$ cat config.mk
export PLATFORM = sky130hd
export DESIGN_NAME = dac_ctl
export DESIGN_NICKNAME = d
export VERILOG_FILES = /design/src/hw/dac_ctl_pkg.sv /design/src/hw/dac_ctl.sv /design/src/hw/dac_pipe.sv
export SDC_FILE = /design/constraint.sdc
export NUM_CORES = 1
export LEC_CHECK = 0
export BUFFER_PORTS_ARGS = -buffer_cell sky130_fd_sc_hd__buf_2
export CAP_MARGIN = 20
export CORE_ASPECT_RATIO = 1.5
export CORE_MARGIN = 3
export CORE_UTILIZATION = 44
export CTS_BUF_LIST = sky130_fd_sc_hd__clkbuf_16
export DETAILED_ROUTE_END_ITERATION = 10
export PLACE_DENSITY_LB_ADDON = 0.08
export RECOVER_POWER = 25
export REMOVE_ABC_BUFFERS = 1
export SYNTH_ARGS = -nofsm -noshare
export SYNTH_HDL_FRONTEND = slang
export SYNTH_SLANG_ARGS = --single-unit
$ cat constraint.sdc
create_clock -name hclk -period 2.9 [get_ports hclk]
set_input_delay 0.435 -clock hclk [delete_from_list [all_inputs] [get_ports hclk]]
set_output_delay 0.435 -clock hclk [all_outputs]
set_load 0.01 [all_outputs]
$ cat src/hw/dac_ctl_pkg.sv
package dac_ctl_pkg;
  // ---------------------------------------------------------------
  // Widths and timing
  // ---------------------------------------------------------------
  localparam int WORD_W = 12;
  localparam int PIPE_LATENCY = 7;
  localparam int CLK_MHZ = 100;
  localparam int RECOVER_US = 500;
  localparam int RECOVER_CYC = RECOVER_US * CLK_MHZ;
  localparam int CNT_W = 32;

  // ---------------------------------------------------------------
  // Register map
  // ---------------------------------------------------------------
  localparam logic [7:0] ADDR_CTRL = 8'h00;
  localparam logic [7:0] ADDR_STATUS = 8'h04;
  localparam logic [7:0] ADDR_SAMPLES = 8'h08;
  localparam logic [31:0] CTRL_RESET = 32'h0000_0000;
  localparam int CTRL_SOFT_PD_BIT = 0;
  localparam int ST_OE_A_N_BIT = 0;
  localparam int ST_OE_B_N_BIT = 1;
  localparam int ST_PD_BIT = 2;
  localparam int ST_MUX_BIT = 3;
  localparam int ST_TWOS_BIT = 4;
  localparam int ST_DCS_BIT = 5;
  localparam int ST_RECOVER_BIT = 6;
  localparam logic [1:0] HTRANS_NONSEQ = 2'h2;
  localparam logic [WORD_W-1:0] WORD_ZERO = 12'h000;

  // ---------------------------------------------------------------
  // Types
  // ---------------------------------------------------------------
  typedef enum logic [1:0] {
    LVL_SUPPLY,
    LVL_GROUND,
    LVL_MID,
    LVL_FLOAT
  } dac_level_t;

  typedef struct packed {
    logic [WORD_W-1:0] word_a;
    logic [WORD_W-1:0] word_b;
  } dac_pair_t;

  typedef struct packed {
    logic oe_a_n;
    logic oe_b_n;
    logic pd;
    logic mux;
    logic [1:0] fmt;
  } dac_pins_t;
endpackage : dac_ctl_pkg

$ cat src/hw/dac_ctl.sv
// The implementer's own choices: the placing of the registers and the AHB-Lite slave port.
`timescale 1ns/1ns
module dac_ctl
  import dac_ctl_pkg::*;
#(
  parameter int RECOVER_CYCLES = RECOVER_CYC
) (
  input wire logic hclk, // Clock
  input wire logic hresetn, // Async reset, low
  input wire logic hsel, // AHB select
  input wire logic [31:0] haddr, // AHB address
  input wire logic [1:0] htrans, // AHB transfer
  input wire logic hwrite, // AHB write
  input wire logic [2:0] hsize, // AHB size
  input wire logic [31:0] hwdata, // AHB write data
  input wire logic hready, // AHB ready in
  output logic [31:0] hrdata, // AHB read data
  output logic hreadyout, // AHB ready out
  output logic hresp, // AHB response
  input wire logic samp_valid, // Core sample strobe
  input wire dac_pair_t samp_pair, // Core offset-binary pair
  input wire logic chan_a_out_enable_n, // Pin, A enable low
  input wire logic chan_b_out_enable_n, // Pin, B enable low
  input wire logic power_down_in, // Pin, power-down high
  input wire logic mux_select, // Pin, shared bus high
  input wire dac_level_t format_stabilizer_select, // Pin level
  output logic low_power, // Core low-power request
  output logic stabilizer_en, // Duty stabilizer enable
  output logic [WORD_W-1:0] chan_a_data_bus, // Bus A data
  output logic [WORD_W-1:0] chan_a_data_oe, // Bus A enables
  output logic [WORD_W-1:0] chan_b_data_bus, // Bus B data, bit0 flag when shared
  output logic [WORD_W-1:0] chan_b_data_oe, // Bus B enables
  output logic channel_flag // Channel flag level
);
  dac_pins_t pin_s1_ff;
  dac_pins_t pin_s2_ff;
  logic [31:0] ctrl_ff;
  logic [CNT_W-1:0] recover_ff;
  logic [31:0] samples_ff;
  logic wr_pend_ff;
  logic rd_pend_ff;
  logic [7:0] addr_ff;
  logic [31:0] rdata_ff;
  logic [WORD_W-1:0] bus_a_ff;
  logic [WORD_W-1:0] bus_b_ff;
  logic [WORD_W-1:0] hold_b_ff;
  logic pend_b_ff;
  logic flag_ff;
  logic pd_eff;
  logic twos;
  logic pipe_valid;
  dac_pair_t pipe_pair;
  logic [31:0] status;
  logic req;

  function automatic logic [WORD_W-1:0] fmt_word(input logic [WORD_W-1:0] w,
                                                 input logic to_twos);
    fmt_word = {w[WORD_W-1] ^ to_twos, w[WORD_W-2:0]};
  endfunction : fmt_word

  // ---------------------------------------------------------------
  // Pin synchronisers
  // ---------------------------------------------------------------
  always_ff @(posedge hclk or negedge hresetn) begin
    if (!hresetn) begin
      pin_s1_ff <= '{oe_a_n: 1'b1, oe_b_n: 1'b1, pd: 1'b1, mux: 1'b0, fmt: LVL_FLOAT};
      pin_s2_ff <= '{oe_a_n: 1'b1, oe_b_n: 1'b1, pd: 1'b1, mux: 1'b0, fmt: LVL_FLOAT};
    end else begin
      pin_s1_ff <= '{oe_a_n: chan_a_out_enable_n, oe_b_n: chan_b_out_enable_n,
                     pd: power_down_in, mux: mux_select, fmt: format_stabilizer_select};
      pin_s2_ff <= pin_s1_ff;
    end
  end

  // ---------------------------------------------------------------
  // Mode decode
  // ---------------------------------------------------------------
  assign pd_eff = pin_s2_ff.pd | ctrl_ff[CTRL_SOFT_PD_BIT];
  assign low_power = pd_eff;
  assign twos = (pin_s2_ff.fmt == LVL_GROUND) || (pin_s2_ff.fmt == LVL_MID);
  assign stabilizer_en = (pin_s2_ff.fmt == LVL_SUPPLY) || (pin_s2_ff.fmt == LVL_GROUND);

  // ---------------------------------------------------------------
  // Sample pipeline, runs whatever the enables say
  // ---------------------------------------------------------------
  dac_pipe #(.DEPTH(PIPE_LATENCY)) u_pipe (
    .hclk(hclk),
    .hresetn(hresetn),
    .in_valid(samp_valid),
    .in_pair(samp_pair),
    .flush(pd_eff),
    .out_valid(pipe_valid),
    .out_pair(pipe_pair)
  );

  // ---------------------------------------------------------------
  // Output words and channel flag
  // ---------------------------------------------------------------
  always_ff @(posedge hclk or negedge hresetn) begin
    if (!hresetn) begin
      bus_a_ff <= WORD_ZERO;
      bus_b_ff <= WORD_ZERO;
      hold_b_ff <= WORD_ZERO;
      pend_b_ff <= 1'b0;
      flag_ff <= 1'b0;
    end else if (pd_eff) begin
      bus_a_ff <= WORD_ZERO;
      bus_b_ff <= WORD_ZERO;
      hold_b_ff <= WORD_ZERO;
      pend_b_ff <= 1'b0;
      flag_ff <= 1'b0;
    end else if (pipe_valid) begin
      bus_a_ff <= fmt_word(pipe_pair.word_a, twos);
      bus_b_ff <= fmt_word(pipe_pair.word_b, twos);
      hold_b_ff <= fmt_word(pipe_pair.word_b, twos);
      pend_b_ff <= pin_s2_ff.mux;
      flag_ff <= 1'b1;
    end else if (pend_b_ff) begin
      bus_a_ff <= hold_b_ff;
      pend_b_ff <= 1'b0;
      flag_ff <= 1'b0;
    end
  end

  assign chan_a_data_bus = bus_a_ff;
  assign chan_b_data_bus = pin_s2_ff.mux ? {bus_b_ff[WORD_W-1:1], flag_ff} : bus_b_ff;
  assign channel_flag = flag_ff;
  assign chan_a_data_oe = {WORD_W{~pin_s2_ff.oe_a_n & ~pd_eff}};
  assign chan_b_data_oe = pin_s2_ff.mux
                        ? {{(WORD_W-1){1'b0}}, ~pin_s2_ff.oe_a_n & ~pd_eff}
                        : {WORD_W{~pin_s2_ff.oe_b_n & ~pd_eff}};

  // ---------------------------------------------------------------
  // Wake recovery and sample count
  // ---------------------------------------------------------------
  always_ff @(posedge hclk or negedge hresetn) begin
    if (!hresetn) begin
      recover_ff <= '0;
    end else if (pd_eff) begin
      recover_ff <= CNT_W'(RECOVER_CYCLES);
    end else if (recover_ff != '0) begin
      recover_ff <= recover_ff - CNT_W'(1);
    end
  end

  always_ff @(posedge hclk or negedge hresetn) begin
    if (!hresetn) begin
      samples_ff <= '0;
    end else if (samp_valid) begin
      samples_ff <= samples_ff + 32'h0000_0001;
    end
  end

  // ---------------------------------------------------------------
  // AHB-Lite slave, zero wait
  // ---------------------------------------------------------------
  assign req = hsel & hready & (htrans == HTRANS_NONSEQ);
  assign hreadyout = 1'b1;
  assign hresp = 1'b0;
  assign hrdata = rdata_ff;

  always_comb begin
    status = '0;
    status[ST_OE_A_N_BIT] = pin_s2_ff.oe_a_n;
    status[ST_OE_B_N_BIT] = pin_s2_ff.oe_b_n;
    status[ST_PD_BIT] = pd_eff;
    status[ST_MUX_BIT] = pin_s2_ff.mux;
    status[ST_TWOS_BIT] = twos;
    status[ST_DCS_BIT] = stabilizer_en;
    status[ST_RECOVER_BIT] = recover_ff != '0;
  end

  always_ff @(posedge hclk or negedge hresetn) begin
    if (!hresetn) begin
      wr_pend_ff <= 1'b0;
      rd_pend_ff <= 1'b0;
      addr_ff <= 8'h00;
    end else begin
      wr_pend_ff <= req & hwrite;
      rd_pend_ff <= req & ~hwrite;
      addr_ff <= haddr[7:0];
    end
  end

  always_ff @(posedge hclk or negedge hresetn) begin
    if (!hresetn) begin
      ctrl_ff <= CTRL_RESET;
    end else if (wr_pend_ff && addr_ff == ADDR_CTRL) begin
      ctrl_ff <= hwdata & 32'h0000_0001;
    end
  end

  always_ff @(posedge hclk or negedge hresetn) begin
    if (!hresetn) begin
      rdata_ff <= '0;
    end else if (req && !hwrite) begin
      if (haddr[7:0] == ADDR_CTRL) begin
        rdata_ff <= ctrl_ff;
      end else if (haddr[7:0] == ADDR_STATUS) begin
        rdata_ff <= status;
      end else if (haddr[7:0] == ADDR_SAMPLES) begin
        rdata_ff <= samples_ff;
      end else begin
        rdata_ff <= '0;
      end
    end
  end
endmodule : dac_ctl

$ cat src/hw/dac_pipe.sv
`timescale 1ns/1ns
module dac_pipe
  import dac_ctl_pkg::*;
#(
  parameter int DEPTH = PIPE_LATENCY
) (
  input wire logic hclk, // Clock
  input wire logic hresetn, // Async reset
  input wire logic in_valid, // New sample pair
  input wire dac_pair_t in_pair, // Sample pair
  input wire logic flush, // Power-down corruption
  output logic out_valid, // Delayed strobe
  output dac_pair_t out_pair // Delayed pair
);
  dac_pair_t stage_ff [DEPTH];
  logic [DEPTH-1:0] vld_ff;

  // ---------------------------------------------------------------
  // Delay line, advances on each sample
  // ---------------------------------------------------------------
  genvar i;
  generate
    for (i = 0; i < DEPTH; i++) begin : g_stage
      always_ff @(posedge hclk or negedge hresetn) begin
        if (!hresetn) begin
          stage_ff[i] <= '0;
          vld_ff[i] <= 1'b0;
        end else if (flush) begin
          stage_ff[i] <= '0;
          vld_ff[i] <= 1'b0;
        end else if (in_valid) begin
          stage_ff[i] <= (i == 0) ? in_pair : stage_ff[(i == 0) ? 0 : i - 1];
          vld_ff[i] <= (i == 0) ? 1'b1 : vld_ff[(i == 0) ? 0 : i - 1];
        end
      end
    end
  endgenerate

  assign out_valid = in_valid & vld_ff[DEPTH-1] & ~flush;
  assign out_pair = stage_ff[DEPTH-1];
endmodule : dac_pipe

==> flow_metrics.env <==
export IMPL_r2r_start="recover_ff[0]$_DFFE_PN0P_"
export IMPL_path_class="flip-flop to flip-flop"
export IMPL_port_buffers=129
export IMPL_drt_wirelength_per_cell_um=16.0
export IMPL_yosysMostFrequentCell="dfrtp_1"
export IMPL_grt_pass1_wl_um=43700
export IMPL_start_kind="flip-flop"
export IMPL_worstPathArrival_ns=3.01
export IMPL_clock_sinks=319
export IMPL_cts_clk_slew_worst_paths_ns=0.06
export IMPL_syn2layout_area_growth_pct=14.8
export IMPL_setup_violations=0
export IMPL_ys_ff_latch=319
export IMPL_skew_ns=0.0122
export IMPL_slowest_delay_ns=0.51
export IMPL_syn_avg_cell_area_sq_um=11.8
export IMPL_gp_congestion=0.779
export IMPL_clockBufferDepth=3
export IMPL_worstPathCellList="inv_1, ha_1, or4b_4, or2_2, or4_1, nor4_2, mux2i_1, nor2_1"
export IMPL_initial_core_util_pct=44.8
export IMPL_critPathSlowestCell="or4_1"
export IMPL_fmax_ghz=0.381
export IMPL_fin_nets=1329
export IMPL_p_leak_nw=7.48
export IMPL_synth_distinct_cells=51
export IMPL_clk_latency_ns=0.52
export IMPL_fin_ws_ns=0.273
export IMPL_routed_wl_um=26300
export IMPL_cts_tree="built"
export IMPL_p_per_area_mw_per_mm2=611
export IMPL_grt_use_total_pct=16.4
export IMPL_cap_violations=0
export IMPL_hold_violations=0
export IMPL_pin_count=190
export IMPL_place_hpwl_um=16000
export IMPL_status="finished clean"
export IMPL_drive_above_1_share_pct=18.0
export IMPL_postCtsSetupBuffers=0
export IMPL_synth_top_cell_by_area="dfrtp_1"
export IMPL_grt_remaining_overflow=0
export IMPL_ir_worst_vdd_mv=0.465
export IMPL_slew_viol_final=0
export IMPL_syn_area_sq_mm=0.0132
export IMPL_dp_slack_ns=0.288
export IMPL_synthCells=1126
export IMPL_avgViaCountPerCell=5.08
export IMPL_rsz0062_at_grt="false"
export IMPL_vias=8324
export IMPL_drtIter0Drc=407
export IMPL_ys_flop_type="dfrtp_1"
export IMPL_fp_coreArea_sq_mm=0.0296
export IMPL_die_h_um=218
export IMPL_cts_buffers=34
export IMPL_antenna_found_initial=0
export IMPL_synth_seq_area_share_pct=60.4
export IMPL_grt_max_degree=110
export IMPL_critPathRequiredTime_ns=3.29
export IMPL_worst_path_max_fanout=5
export IMPL_ys_top_cells_by_area="dfrtp_1, mux2i_1, nor2_1"
export IMPL_post_route_period_util_pct=90.6
export IMPL_relSlewSlack_pct=21.2
export IMPL_synth_top_area_share_pct=58.4
export IMPL_h_tree_depth=2
export IMPL_period_needed_ns=2.63
export IMPL_r2r_cells=8
export IMPL_worst_pin_slew_ns=1.18
export IMPL_first_pass_iters=6
export IMPL_synth_edf_count=0
export IMPL_hold_path_endpoint="pin_s1_ff[0]$_DFF_PN1_"
export IMPL_yosysWarningCount=0
export IMPL_rrSetupSlack_ns=0.27
export IMPL_ant_nets=0
export IMPL_grt_pass1_vias=8397
export IMPL_rr_endpoint="recover_ff[28]$_DFFE_PN0P_"
export IMPL_num_rows=77
export IMPL_route_detailed_drc=0
export IMPL_chipWidth_um=148
export IMPL_worstHoldPathType="input pin to flip-flop"
export IMPL_min_path_cells=1
export IMPL_startpoint="recover_ff[0]$_DFFE_PN0P_"
export IMPL_end_kind="flip-flop"
export IMPL_async_reset_ff_share_pct=100
export IMPL_utilization_pct=51.4
export IMPL_ctsRootBufferMaster="clkbuf_16"
export IMPL_hp_start="format_stabilizer_select[0]"
export IMPL_num_antenna_cells=0
export IMPL_yosys_top_cells_count="dfrtp_1, nor2_1, mux2i_1, nand2_1, clkbuf_1"
export IMPL_die_area_sq_mm=0.0323
[where the power goes]
part / leakage [nW] / internal [mW] / switching [mW]
sequential: 4.33 / 4.55 / 0.0891
combinational: 2.60 / 0.203 / 0.323
clock: 0.547 / 2.38 / 1.73
total: 7.48 / 7.14 / 2.14
[registers in the layout, indices dropped and copies added, names as in the netlist]
| register | flops |
|---|---|
| chan_a_data_bus | 12 |
| hold_b_ff | 12 |
| pend_b_ff | 1 |
| hrdata | 32 |
| recover_ff | 32 |
| u_pipe.stage_ff | 144 |
| ctrl_ff | 1 |
| samples_ff | 32 |
| pin_s2_ff | 6 |
| u_pipe.vld_ff | 7 |
| wr_pend_ff | 1 |
| pin_s1_ff | 6 |
| u_pipe.out_pair | 24 |
| addr_ff | 8 |
| channel_flag | 1 |
[worst max-delay path by stage]
stage	depth (start not counted)	slack (ns)	to
2_1_floorplan	4	-3.85	chan_b_data_oe[0]
3_3_place_gp	8	0.30	recover_ff[13]$_DFFE_PN0P_
3_5_place_dp	8	0.29	recover_ff[13]$_DFFE_PN0P_
4_1_cts	8	0.26	recover_ff[13]$_DFFE_PN0P_
5_1_grt	8	0.08	recover_ff[28]$_DFFE_PN0P_
6_report	8	0.27	recover_ff[28]$_DFFE_PN0P_
[layout by cell type (no fill, tap or decap), drive strengths merged, types with 3 or more instances in the layout]
master	synthesis	routed
xnor2	33	33
a21oi	18	18
mux2i	178	178
clkbuf	44	47
and2	3	3
nor4	13	13
or4	7	7
clkinv	0	15
or3	15	15
and3	5	5
and4	4	4
nor2b	3	3
nand4	7	7
a22oi	6	6
inv	7	14
ha	4	4
mux2	3	3
nand2	49	49
dlygate4sd3	1	6
nand3	21	21
nor3	16	16
dfrtp	309	309
nor2	220	220
a22o	37	37
or2	3	3
xor2	20	20
buf	51	138
dfstp	10	10
o21ai	23	23
[logic make-up after synthesis]
kind of cell | count (synthesis) | synth area share [%]
AND/OR/NAND/NOR | 373 | 13.0
flip-flops | 319 | 60.4
multiplexers | 181 | 13.7
buffers and inverters | 103 | 4.03
AO/OA/AOI/OAI | 91 | 4.90
XOR/XNOR | 53 | 3.51
adder cells (fa/ha/maj) | 4 | 0.378
other | 2 | 0.0567
[area by class of cell]
type | count | area, sq um
flip-flops and latches | 319 | 8000
fillers | 2697 | 14400
clock inverters | 24 | 134
multi-input cells | 704 | 4720
inverters | 7 | 31.3
clock buffers | 37 | 926
well taps | 395 | 494
repair buffers | 154 | 897
[what timing repair did]
| item | in CTS | in global routing |
|---|---|---|
| resized for setup | 0 | 0 |
| hold buffers | 6 | 0 |
| hold endpoints to repair | 10 | 0 |
[worst max-delay path: cells and delay by family (launching register included)]
family	cells	cell delay, ns
flops	1	0.37
mux	1	0.23
simple gates	5	1.59
fa+ha+maj	1	0.19
buf+inv	1	0.11
[per-stage QoR]
stage / hold WS (ns) / setup TNS (ns) / cell area [sq um] / instances / total power [mW]
4_1_cts: 0.00987 / 0 / 15200 / 1640 / 9.45
5_1_grt: 0.0158 / 0 / 15200 / 1640 / 9.70
3_5_place_dp: 0.247 / 0 / 14100 / 1573 / 5.26
3_3_place_gp: 0.247 / 0 / 14100 / 1573 / 5.25
2_1_floorplan: 0.139 / -346.67 / 12700 / 1030 / 4.94
6_report: 0.0360 / 0 / 15200 / 1640 / 9.28
[layer usage]
metal / GRT usage [%] / share of wire, %
met3: 3.30 / 4.6
met1: 22.2 / 45
met4: 4.70 / 1.9
met5: 0 / 0
met2: 27.0 / 49
(Power assumes the default switching activity.)
